==> src/include/cbj_pkg.sv <==
// ============================================================================
package cbj_pkg;

    localparam int          PC_W       = 12;
    localparam logic [2:0]  CYC_BIT    = 3'h4;
    localparam logic [2:0]  CYC_CTRL   = 3'h2;
    localparam logic [2:0]  CYC_JMP    = 3'h4;
    localparam logic [2:0]  CYC_SBR    = 3'h2;
    localparam logic [2:0]  CYC_BTB    = 3'h5;
    localparam logic [1:0]  LEN_NONE   = 2'h0;
    localparam logic [1:0]  LEN_ONE    = 2'h1;
    localparam logic [1:0]  LEN_TWO    = 2'h2;
    localparam logic [1:0]  LEN_THREE  = 2'h3;
    localparam logic [7:0]  OPC_NOP    = 8'h04;
    localparam logic [7:0]  OPC_RET    = 8'hcd;
    localparam logic [7:0]  OPC_INTERRUPT_EXIT   = 8'h4d;
    localparam logic [7:0]  OPC_STOP   = 8'h6d;
    localparam logic [7:0]  OPC_WAIT   = 8'hed;
    localparam logic [3:0]  LOW_CALL   = 4'h1;
    localparam logic [3:0]  LOW_BTB    = 4'h3;
    localparam logic [3:0]  LOW_ILL5   = 4'h5;
    localparam logic [3:0]  LOW_ILL7   = 4'h7;
    localparam logic [3:0]  LOW_JP     = 4'h9;
    localparam logic [3:0]  LOW_BSC    = 4'hb;
    localparam logic [1:0]  COND_NZ    = 2'h0;
    localparam logic [1:0]  COND_NC    = 2'h1;
    localparam logic [1:0]  COND_Z     = 2'h2;
    localparam logic [1:0]  COND_C     = 2'h3;
    localparam logic [11:0] SBR_BIAS   = 12'h001;
    localparam logic [11:0] BTB_BIAS   = 12'h002;
    localparam logic [11:0] BTB_NEXT   = 12'h003;
    localparam logic [11:0] JMP_NEXT   = 12'h002;

    typedef enum logic [3:0] {
        CLS_OTHER = 4'h0,
        CLS_SBR   = 4'h1,
        CLS_BTB   = 4'h2,
        CLS_BSC   = 4'h3,
        CLS_JP    = 4'h4,
        CLS_CALL  = 4'h5,
        CLS_NOP   = 4'h6,
        CLS_RET   = 4'h7,
        CLS_INTERRUPT_EXIT  = 4'h8,
        CLS_STOP  = 4'h9,
        CLS_WAIT  = 4'ha,
        CLS_ILL   = 4'hb
    } cbj_cls_t;

    typedef enum logic [1:0] {
        ST_IDLE = 2'b01,
        ST_RUN  = 2'b10
    } cbj_state_t;

    function automatic logic [2:0] bit_index(input logic [3:0] hi);
        bit_index = {hi[1], hi[2], hi[3]};
    endfunction : bit_index

    function automatic logic [11:0] sext5(input logic [4:0] d);
        sext5 = {{7{d[4]}}, d};
    endfunction : sext5

    function automatic logic [11:0] sext8(input logic [7:0] d);
        sext8 = {{4{d[7]}}, d};
    endfunction : sext8

endpackage : cbj_pkg

==> src/verilog/cbj_core.sv <==
module cbj_core
(
    input  wire logic                     sys_clk_i,
    input  wire logic                     resetn_i,
    input  wire logic                     start_i,
    input  wire logic [7:0]               opcode_i,
    input  wire logic [7:0]               op1_i,
    input  wire logic [7:0]               op2_i,
    input  wire logic [cbj_pkg::PC_W-1:0] pc_i,
    input  wire logic [cbj_pkg::PC_W-1:0] stack_pc_i,
    input  wire logic                     flag_z_i,
    input  wire logic                     flag_c_i,
    input  wire logic                     saved_z_i,
    input  wire logic                     saved_c_i,
    input  wire logic [7:0]               mem_data_i,
    input  wire logic                     wdg_sel_i,
    output logic                          busy_o,
    output logic                          done_o,
    output logic                          handled_o,
    output logic                          illegal_o,
    output logic      [1:0]               len_o,
    output logic      [cbj_pkg::PC_W-1:0] next_pc_o,
    output logic      [cbj_pkg::PC_W-1:0] ret_pc_o,
    output logic                          z_o,
    output logic                          c_o,
    output logic      [7:0]               data_addr_o,
    output logic      [7:0]               wr_data_o,
    output logic                          wr_en_o,
    output logic                          push_o,
    output logic                          pop_o,
    output logic                          wait_req_o,
    output logic                          stop_req_o
);
    import cbj_pkg::*;

    cbj_cls_t   dec_cls;
    logic [1:0] dec_len;
    logic [2:0] dec_cyc;
    logic [2:0] dec_bit;
    logic       take;
    logic       finish;
    logic       cond_met;
    logic       tbit;
    logic       btb_taken;

    cbj_decode u_decode
    (
        .opcode_i (opcode_i),
        .cls_o    (dec_cls),
        .len_o    (dec_len),
        .cyc_o    (dec_cyc),
        .bit_o    (dec_bit)
    );

    // ========================================================================
    // Sequencing.
    cbj_state_t state_r, state_nxt;
    logic [2:0] cnt_r, cnt_nxt;
    logic       busy_nxt, done_nxt;
    logic [4:0] pend_r, pend_nxt;
    logic [4:0] act_r, act_nxt;

    assign take   = (state_r == ST_IDLE) && start_i;
    assign finish = (state_r == ST_RUN) && (cnt_r == 3'h1);

    always_comb
    begin
        state_nxt = state_r;
        cnt_nxt   = cnt_r;
        busy_nxt  = busy_o;
        done_nxt  = 1'b0;
        act_nxt   = 5'h00;
        case (state_r)
            ST_IDLE:
            begin
                if (start_i)
                begin
                    state_nxt = ST_RUN;
                    cnt_nxt   = dec_cyc - 3'h1;
                    busy_nxt  = 1'b1;
                end
            end
            ST_RUN:
            begin
                if (cnt_r == 3'h1)
                begin
                    state_nxt = ST_IDLE;
                    busy_nxt  = 1'b0;
                    done_nxt  = 1'b1;
                    act_nxt   = pend_r;
                end
                else
                begin
                    cnt_nxt = cnt_r - 3'h1;
                end
            end
            default:
            begin
                state_nxt = ST_IDLE;
                busy_nxt  = 1'b0;
            end
        endcase
    end

    always_ff @(posedge sys_clk_i or negedge resetn_i)
    begin
        if (!resetn_i)
        begin
            state_r <= ST_IDLE;
            cnt_r   <= 3'h0;
            busy_o  <= 1'b0;
            done_o  <= 1'b0;
            act_r   <= 5'h00;
        end
        else
        begin
            state_r <= state_nxt;
            cnt_r   <= cnt_nxt;
            busy_o  <= busy_nxt;
            done_o  <= done_nxt;
            act_r   <= act_nxt;
        end
    end

    assign wr_en_o    = act_r[4];
    assign push_o     = act_r[3];
    assign pop_o      = act_r[2];
    assign wait_req_o = act_r[1];
    assign stop_req_o = act_r[0];

    // ========================================================================
    // Execution results.
    logic                handled_nxt, illegal_nxt, z_nxt, c_nxt;
    logic [1:0]          len_nxt;
    logic [PC_W-1:0]     next_pc_nxt, ret_pc_nxt;
    logic [7:0]          addr_nxt, wr_data_nxt;

    assign tbit      = mem_data_i[dec_bit];
    assign btb_taken = opcode_i[4] ? tbit : !tbit;

    always_comb
    begin
        case (opcode_i[2:1])
            COND_NZ: cond_met = !flag_z_i;
            COND_NC: cond_met = !flag_c_i;
            COND_Z:  cond_met = flag_z_i;
            default: cond_met = flag_c_i;
        endcase
    end

    always_comb
    begin
        handled_nxt = handled_o;
        illegal_nxt = illegal_o;
        len_nxt     = len_o;
        next_pc_nxt = next_pc_o;
        ret_pc_nxt  = ret_pc_o;
        z_nxt       = z_o;
        c_nxt       = c_o;
        addr_nxt    = data_addr_o;
        wr_data_nxt = wr_data_o;
        pend_nxt    = pend_r;
        if (take)
        begin
            handled_nxt = (dec_cls != CLS_OTHER) && (dec_cls != CLS_ILL);
            illegal_nxt = (dec_cls == CLS_ILL);
            len_nxt     = dec_len;
            next_pc_nxt = pc_i;
            ret_pc_nxt  = pc_i + JMP_NEXT;
            z_nxt       = flag_z_i;
            c_nxt       = flag_c_i;
            addr_nxt    = op1_i;
            wr_data_nxt = mem_data_i;
            pend_nxt    = 5'h00;
            case (dec_cls)
                CLS_SBR:
                    next_pc_nxt = pc_i + SBR_BIAS +
                                  (cond_met ? sext5(opcode_i[7:3]) : 12'h000);
                CLS_BTB:
                begin
                    c_nxt       = tbit;
                    next_pc_nxt = btb_taken ? (pc_i + BTB_BIAS + sext8(op2_i))
                                            : (pc_i + BTB_NEXT);
                end
                CLS_BSC:
                begin
                    wr_data_nxt          = mem_data_i;
                    wr_data_nxt[dec_bit] = opcode_i[4];
                    pend_nxt             = 5'h10;
                end
                CLS_JP, CLS_CALL:
                begin
                    next_pc_nxt = {opcode_i[7:4], op1_i};
                    pend_nxt    = (dec_cls == CLS_CALL) ? 5'h08 : 5'h00;
                end
                CLS_NOP:
                    next_pc_nxt = pc_i + SBR_BIAS;
                CLS_RET:
                begin
                    next_pc_nxt = stack_pc_i;
                    pend_nxt    = 5'h04;
                end
                CLS_INTERRUPT_EXIT:
                begin
                    next_pc_nxt = stack_pc_i;
                    z_nxt       = saved_z_i;
                    c_nxt       = saved_c_i;
                    pend_nxt    = 5'h04;
                end
                CLS_STOP:
                begin
                    next_pc_nxt = pc_i + SBR_BIAS;
                    pend_nxt    = wdg_sel_i ? 5'h02 : 5'h01;
                end
                CLS_WAIT:
                begin
                    next_pc_nxt = pc_i + SBR_BIAS;
                    pend_nxt    = 5'h02;
                end
                default:
                    next_pc_nxt = pc_i;
            endcase
        end
    end

    always_ff @(posedge sys_clk_i or negedge resetn_i)
    begin
        if (!resetn_i)
        begin
            handled_o   <= 1'b0;
            illegal_o   <= 1'b0;
            len_o       <= 2'h0;
            next_pc_o   <= 12'h000;
            ret_pc_o    <= 12'h000;
            z_o         <= 1'b0;
            c_o         <= 1'b0;
            data_addr_o <= 8'h00;
            wr_data_o   <= 8'h00;
            pend_r      <= 5'h00;
        end
        else
        begin
            handled_o   <= handled_nxt;
            illegal_o   <= illegal_nxt;
            len_o       <= len_nxt;
            next_pc_o   <= next_pc_nxt;
            ret_pc_o    <= ret_pc_nxt;
            z_o         <= z_nxt;
            c_o         <= c_nxt;
            data_addr_o <= addr_nxt;
            wr_data_o   <= wr_data_nxt;
            pend_r      <= pend_nxt;
        end
    end
endmodule : cbj_core

==> src/verilog/cbj_decode.sv <==
module cbj_decode
(
    input  wire logic [7:0]       opcode_i,
    output cbj_pkg::cbj_cls_t     cls_o,
    output logic      [1:0]       len_o,
    output logic      [2:0]       cyc_o,
    output logic      [2:0]       bit_o
);
    import cbj_pkg::*;

    logic [3:0] hi;
    logic [3:0] lo;

    assign hi = opcode_i[7:4];
    assign lo = opcode_i[3:0];
    assign bit_o = bit_index(hi);

    // ========================================================================
    // Opcode classification.
    always_comb
    begin
        cls_o = CLS_OTHER;
        len_o = LEN_NONE;
        cyc_o = CYC_CTRL;
        if (opcode_i == OPC_NOP || opcode_i == OPC_RET || opcode_i == OPC_INTERRUPT_EXIT ||
            opcode_i == OPC_STOP || opcode_i == OPC_WAIT)
        begin
            len_o = LEN_ONE;
            cyc_o = CYC_CTRL;
            case (opcode_i)
                OPC_NOP:  cls_o = CLS_NOP;
                OPC_RET:  cls_o = CLS_RET;
                OPC_INTERRUPT_EXIT: cls_o = CLS_INTERRUPT_EXIT;
                OPC_STOP: cls_o = CLS_STOP;
                default:  cls_o = CLS_WAIT;
            endcase
        end
        else if (!lo[0])
        begin
            cls_o = CLS_SBR;
            len_o = LEN_ONE;
            cyc_o = CYC_SBR;
        end
        else
        begin
            case (lo)
                LOW_CALL, LOW_JP:
                begin
                    cls_o = (lo == LOW_JP) ? CLS_JP : CLS_CALL;
                    len_o = LEN_TWO;
                    cyc_o = CYC_JMP;
                end
                LOW_BTB:
                begin
                    cls_o = CLS_BTB;
                    len_o = LEN_THREE;
                    cyc_o = CYC_BTB;
                end
                LOW_BSC:
                begin
                    cls_o = CLS_BSC;
                    len_o = LEN_TWO;
                    cyc_o = CYC_BIT;
                end
                LOW_ILL5:
                begin
                    if (!hi[0])
                    begin
                        cls_o = CLS_ILL;
                    end
                end
                LOW_ILL7:
                begin
                    if (hi == 4'h7 || hi == 4'h9 || hi == 4'hf)
                    begin
                        cls_o = CLS_ILL;
                    end
                end
                default:
                begin
                    cls_o = CLS_OTHER;
                end
            endcase
        end
    end

endmodule : cbj_decode

==> config.mk <==
export PLATFORM = sky130hd
export DESIGN_NAME = cbj_core
export DESIGN_NICKNAME = d
export VERILOG_FILES = /design/src/include/cbj_pkg.sv /design/src/verilog/cbj_core.sv /design/src/verilog/cbj_decode.sv
export SDC_FILE = /design/constraint.sdc
export NUM_CORES = 1
export LEC_CHECK = 0
export ABC_AREA = 1
export BUFFER_PORTS_ARGS = -buffer_cell sky130_fd_sc_hd__clkbuf_2
export CAP_MARGIN = 15
export CELL_PAD_IN_SITES_DETAIL_PLACEMENT = 0
export CELL_PAD_IN_SITES_GLOBAL_PLACEMENT = 1
export CORE_MARGIN = 5
export CORE_UTILIZATION = 43
export CTS_BUF_LIST = sky130_fd_sc_hd__clkbuf_8
export DETAILED_ROUTE_END_ITERATION = 16
export GPL_TIMING_DRIVEN = 0
export PLACE_DENSITY = 0.93
export REMOVE_ABC_BUFFERS = 1
export SYNTH_ARGS = -nofsm -noshare
export SYNTH_HDL_FRONTEND = slang
export SYNTH_SLANG_ARGS = --single-unit
export TNS_END_PERCENT = 30
==> constraint.sdc <==
create_clock -name sys_clk_i -period 3 [get_ports sys_clk_i]
set_input_delay 0.3 -clock sys_clk_i [delete_from_list [all_inputs] [get_ports sys_clk_i]]
set_output_delay 0.3 -clock sys_clk_i [all_outputs]
set_load 0.05 [all_outputs]
# [After elaboration in Yosys (flattened, before gate mapping)]
# Index checks and enable logic that the tools add are counted.
[word_totals] register_bits=63 latchBits=0 mem_bits_rw=0 rom_bits=0 inputBits=64 elab_cells=122 memories=0
[classes] addsub=7 multipliers=0 n_div=0 n_lt_le_gt_ge=2 eq_ne=34 n_shift=0 muxes=42 n_bitwise=0 reduce_logical=22
[ops] operator="case mux 12 bit (5 select lines)" count=1
[ops] operator="== test 4 bit, second input constant" count=8
[ops] operator="== test 4 x 3 -> 1 bit, second input constant" count=7
[ops] operator="case mux 5 bit (5 select lines)" count=1
[ops] operator="adder 12 bit" count=2
[ops] operator="adder 12 x 2 -> 12 bit, second input constant" count=2
[ops] operator="two-way mux 12 bit" count=2
[ops] operator="two-way mux 4 bit" count=5
[ops] operator="case mux 4 bit (5 select lines)" count=1
[ops] operator="== test 8 x 7 -> 1 bit, second input constant" count=2
[ops] operator="== test 8 bit, second input constant" count=2
[ops] operator="case mux 4 bit (4 select lines)" count=1
[ops] operator="adder 12 x 1 -> 12 bit, second input constant" count=1
[ops] operator="== test 4 x 2 -> 1 bit, second input constant" count=3
[ops] operator="two-way mux 3 bit" count=4
[ops] operator="case mux 3 bit (2 select lines)" count=2
[ops] operator="two-way mux 2 bit" count=5
[ops] operator="two-way mux 5 bit" count=2
[ops] operator="two-way mux 1 bit" count=9
[ops] operator="bitwise mux 8 bit" count=1
[ops] operator="== test 4 x 1 -> 1 bit, second input constant" count=2
[ops] operator="== test 8 x 3 -> 1 bit, second input constant" count=1
[ops] operator="two-way mux 8 bit" count=1
[ops] operator="case mux 2 bit (2 select lines)" count=2
[ops] operator="other kinds (23)" count=40

# [Depth between registers and ports, before layout]
[depth] word_depth=10 depth_mapped=21 ltp_nobuf=21

# [Modules after synthesis]
# From an unflattened synthesis, not the netlist that was laid out.
[hier_totals] hier_cells=870 area_unflattened_um2=5535.3
[by_module_without_submodules] module="cbj_core" instances=1 cells_per_inst=820 area_each_um2=5292.6
[by_module_without_submodules] module="cbj_decode" instances=1 cells_per_inst=50 area_each_um2=242.7

# [Worst setup path before layout]
# No wires, ideal clock.
[synth_path] kind="input to register" start="input pc_i[4] (netlist bit)" end="register next_pc_o[11] (netlist bit)" setup_ns=0.062 t_arrival_ns=2.376 required_time_ns=2.938 slack_ns=0.562 cell_stages=19 n_path_buf=1 path_cell_list="buf_2 > nand2_1 > nor2_1 > nand2_1 > nor2_1 > xor2_1 > inv_1 > ha_1 > inv_1 > nor3_1 > nand3_1 > nand3_1 > inv_1 > nand2_1 > nand2_1 > or2_0 > nand3_1 > nand2_1 > inv_1"
[synth_between] elab_chain_cells=4 word_cells_on_any_way=7
[synth_lines] item="from (decl)" line_no="cbj_core.sv:9" rtl="input wire logic [cbj_pkg::PC_W-1:0] pc_i,"
[synth_lines] item="adder 12 x 2 -> 12 bit" line_no="cbj_core.sv:182" rtl="next_pc_nxt = btb_taken ? (pc_i + BTB_BIAS + sext8(op2_i))"
[synth_lines] item="adder 12 bit" line_no="cbj_core.sv:182"
[synth_lines] item="two-way mux 12 bit" line_no="cbj_core.sv:182"
[synth_lines] item="case mux 12 bit (5 select lines) *" line_no="cbj_core.sv:175" rtl="case (dec_cls)"
[synth_lines] item="to (signal assigned)" line_no="cbj_core.sv:246" rtl="next_pc_o <= next_pc_nxt;"
[synth_lines] item="to (decl)" line_no="cbj_core.sv:22" rtl="output logic [cbj_pkg::PC_W-1:0] next_pc_o,"
# Mark *: on every way between the ends. The rest lies on a longest branch, timed or not.
# A chain may end at the register's enable or synchronous reset.

# [Worst setup path after layout]
[layout_path] start="input pc_i[1] (netlist bit)" end="register next_pc_o[11] (netlist bit)"
# Same word-level chain as after synthesis.

==> key figures <==
Die
  – Standard-cell rows: 42
  – Starting density of the core: 0.4350
  – Core area: 0.01314 mm2
  – Die area: 0.01569 mm2
  – Horiz. Die Dim: 125.3 um
  – Io pins: 117
  – Die Ht: 125.3 um

Worst setup path
  – Critical R2R Launch: state_r[0]$_DFFE_PN1P_
  – Critical path's slowest cell: ha_1
  – CP Depth: 19
  – Critical path's top delay family: simple AND/OR/NAND/NOR gates
  – Worst R2R Setup Slack: 0.31 ns
  – Worst path arrival time: 3.02 ns
  – Crit start category: input port
  – Critical Path Source: pc_i[1]
  – Sequence of cells on the critical path: clkbuf_2, ha_1, nand3_1, inv_2, nand2_1, nor2_1, xor2_1, ha_1, nand2_1, nor3_1, nand3_1, nand3_1, inv_1, nand2_1, nand2_1, or2_0, nand3_1, nand2_1, inv_1
  – Crit path max fanout: 7
  – Req. time, crit path: 3.30 ns
  – Worst setup path category: in2reg
  – WP buf/inv: 4
  – Crit-path max cell delay: 0.37 ns
  – Worst Reg2Reg Path Length in Cells: 11
  – Cell repeated most along the worst path: nand2_1
  – Crit end category: register

Clock network
  – CTS tree: done
  – Clock Path Buffers: 2
  – Post-CTS setup buffer count: 0
  – H-tree depth: 3
  – Inserted Clock Buffers: 9
  – Worst-path clk slew: 0.08 ns
  – Resize count post-CTS: 0
  – Sink Count: 62
  – Clk Latency, worst-skew pair: 0.36 ns
  – CTS root buf: clkbuf_8
  – CTS Hold Buffers Added: 0

Synthesis
  – Netlist Area Pre-Place: 0.005714 mm2
  – Synth Area in XOR/XNOR: 0.04905
  – Synth top area cells: dfrtp_1 (27%), nand2_1 (19%), inv_1 (6.7%), ha_1 (6.6%), nand3_1 (6.0%)
  – Flip-flop and latch count after synthesis: 62
  – Post-synthesis adder-cell area fraction: 0.07270
  – Cells after Synth: 865
  – Compound-Gate Fraction of Synth Area: 0.09175
  – Post-synth top area share: 0.2671
  – Yosys Warn Count: 0
  – Synth async-reset ratio: 1.000
  – Main combinational cell family by area after synthesis: simple AND/OR/NAND/NOR gates
  – Mux cell area share after synthesis: 0
  – EDFF count, synth: 0
  – Post-synth cell types: 47
  – Simple-gate area share of the yosys netlist: 0.4114
  – Cell taking the most area after synthesis: dfrtp_1
  – Sequential fraction of the synthesis area: 0.2717
  – Avg Inst Size Synth: 6.606 um2
  – Synth Flop Type: dfrtp_1

STA
  – Fin crit period: 2.725 ns
  – RSZ-0062 raised after global routing: no
  – Slew Limit Fails: 0
  – Final setup viols: 0
  – Highest clock rate: 367.0 MHz
  – Worst-Margin Slew: 0.8520 ns
  – Worst Skew: 0.01363 ns
  – WHS: 0.06295 ns
  – Slew HR: 0.4320
  – Final hold viol count: 0
  – Final worst path period share: 0.9083

Power
  – Gate power share: 0.576
  – Peak supply drop: 0.3574 mV
  – Clk pwr share: 0.142
  – Power density over the cells: 725.9 mW/mm2
  – Internal power: 2.190 mW
  – Pleak: 3.650 nW
  – Switching Fraction: 0.5416
  – Total Power: 4.777 mW
  – NetSw: 2.587 mW
  – Sequential share of power: 0.282

Drt
  – Drt wl/cell: 14.91 um
  – Detail Route Antenna Nets: 0
  – Via count: 5,836
  – Drt drc: 0
  – 1st-pass router iterations: 5
  – Number of vias per cell: 5.070
  – 1st-iter DRT viols: 539
  – Final wirelength: 17.17 mm

Place
  – Post-placement cell area: 0.006407 mm2
  – GPL Wtd Cong: 0.9069
  – # port buffers: 116
  – Hpwl dp: 13.48 mm

Finish
  – Area of the multi-input gates: 0.003576 mm2
  – Net count, final: 1,066
  – Diode count: 0
  – Flip-flop and latch area: 0.001553 mm2
  – Final Cell Area: 0.006580 mm2
  – Share of cells above drive strength 1: 0.1887
  – Fillers: 1,413
  – Most used cells in the layout excluding fill and tap cells: nand2_1 (288), clkbuf_2 (115), inv_1 (105), nor2_1 (84), nand3_1 (68)
  – Util after Layout: 0.5009
  – Most common cell after layout, fill and taps aside: nand2_1
  – P&R area growth vs syn: 15.15%

Global routing
  – Largest net degree at the start of global routing: 63
  – First-pass GRT wire length: 27.28 mm
  – Total track usage: 0.2145
  – Gr ovfl total: 0
  – Initial antenna violation count: 0
  – Vias in the first global route: 5,355

Flow run
  – Max-Cap Viols: 0

Worst hold path
  – Worst Hold Class: in2async

Run status
  – Status: finished, final reports clean
## Yosys cell counts, types with 2 or more instances
cell type / n
or2_2: 3
o21ai_0: 37
ha_1: 30
o21bai_1: 2
nand3_2: 10
buf_4: 5
nand2_4: 2
nor3_4: 2
inv_1: 102
a31oi_1: 4
nor2_4: 3
nand3b_1: 7
nand3_4: 3
nand2_1: 288
xnor2_1: 8
nor2_2: 5
a31o_2: 2
dfrtp_1: 61
a22o_1: 10
xor2_1: 24
a21oi_1: 26
fa_1: 2
nand4_4: 2
inv_2: 7
nor3_1: 6
nand4_1: 18
buf_2: 6
clkbuf_1: 8
o21ai_1: 3
nand2_2: 6
nor3_2: 2
nand3_1: 69
nor2_1: 84
buf_6: 5
## through the flow
step | instances | TNS, ns | worst slack, ns
after floorplan | 839 | -12.59 | -0.6579
after global placement | 1131 | -77.68 | -2.285
after global routing | 1151 | 0 | 0.02359
final | 1151 | 0 | 0.2752
after CTS | 1151 | 0 | 0.2752
after detailed placement | 1135 | -0.1105 | -0.04018
## path summary, 6_finish.rpt
check / end
min reg2reg: data_addr_o[4]$_DFFE_PN0P_
max: next_pc_o[11]$_DFFE_PN0P_
min in group sys_clk_i: pend_r[0]$_DFFE_PN0P_
max reg2reg: next_pc_o[10]$_DFFE_PN0P_
min: ret_pc_o[4]$_DFFE_PN0P_
max in group asynchronous: next_pc_o[10]$_DFFE_PN0P_
## registers in the layout (all words and copies together), names as in the netlist, 2 cells and up
signal / count
wr_data_o: 8
data_addr_o: 8
next_pc_o: 12
act_r: 5
pend_r: 5
len_o: 2
ret_pc_o: 12
cnt_r: 3
## cell families (layout without fill, tap and decap cells)
family | count (synthesis) | count (layout)
DFF | 62 | 62
adders and majority gates | 32 | 32
xor gates and xnor gates | 32 | 32
buffers and inverters | 136 | 246
and+or+nand+nor | 513 | 513
AOI/OAI and AO/OA | 90 | 90
## per-layer routing
layer  global-route usage  routed length, um  vias up
met5                    0                  0        -
met4              0.06760                373        0
met3              0.03753                962       25
met2               0.3341               7645      167
met1               0.3043               8186     2661
li1                     -                  -     2983
## cell type report
| class | count | area share |
|---|---|---|
| Clock buffer | 11 | 0.02301 |
| Clock inverter | 5 | 0.003233 |
| Inverter | 110 | 0.06275 |
| Multi-Input combinational cell | 667 | 0.5434 |
| Sequential cell | 62 | 0.2360 |
| Tap cell | 176 | 0.03347 |
| Timing Repair Buffer | 120 | 0.09812 |
## power groups by stage
stage,Combinational (mW),Clock (mW),Sequential (mW)
2_1_floorplan,0.963,0,2.41
3_3_place_gp,2.72,0,1.36
3_5_place_dp,2.76,0,1.37
4_1_cts,2.77,0.699,1.35
5_1_grt,2.98,0.724,1.40
6_report,2.75,0.680,1.35
No activity file was read; power rests on OpenSTA's default activity.
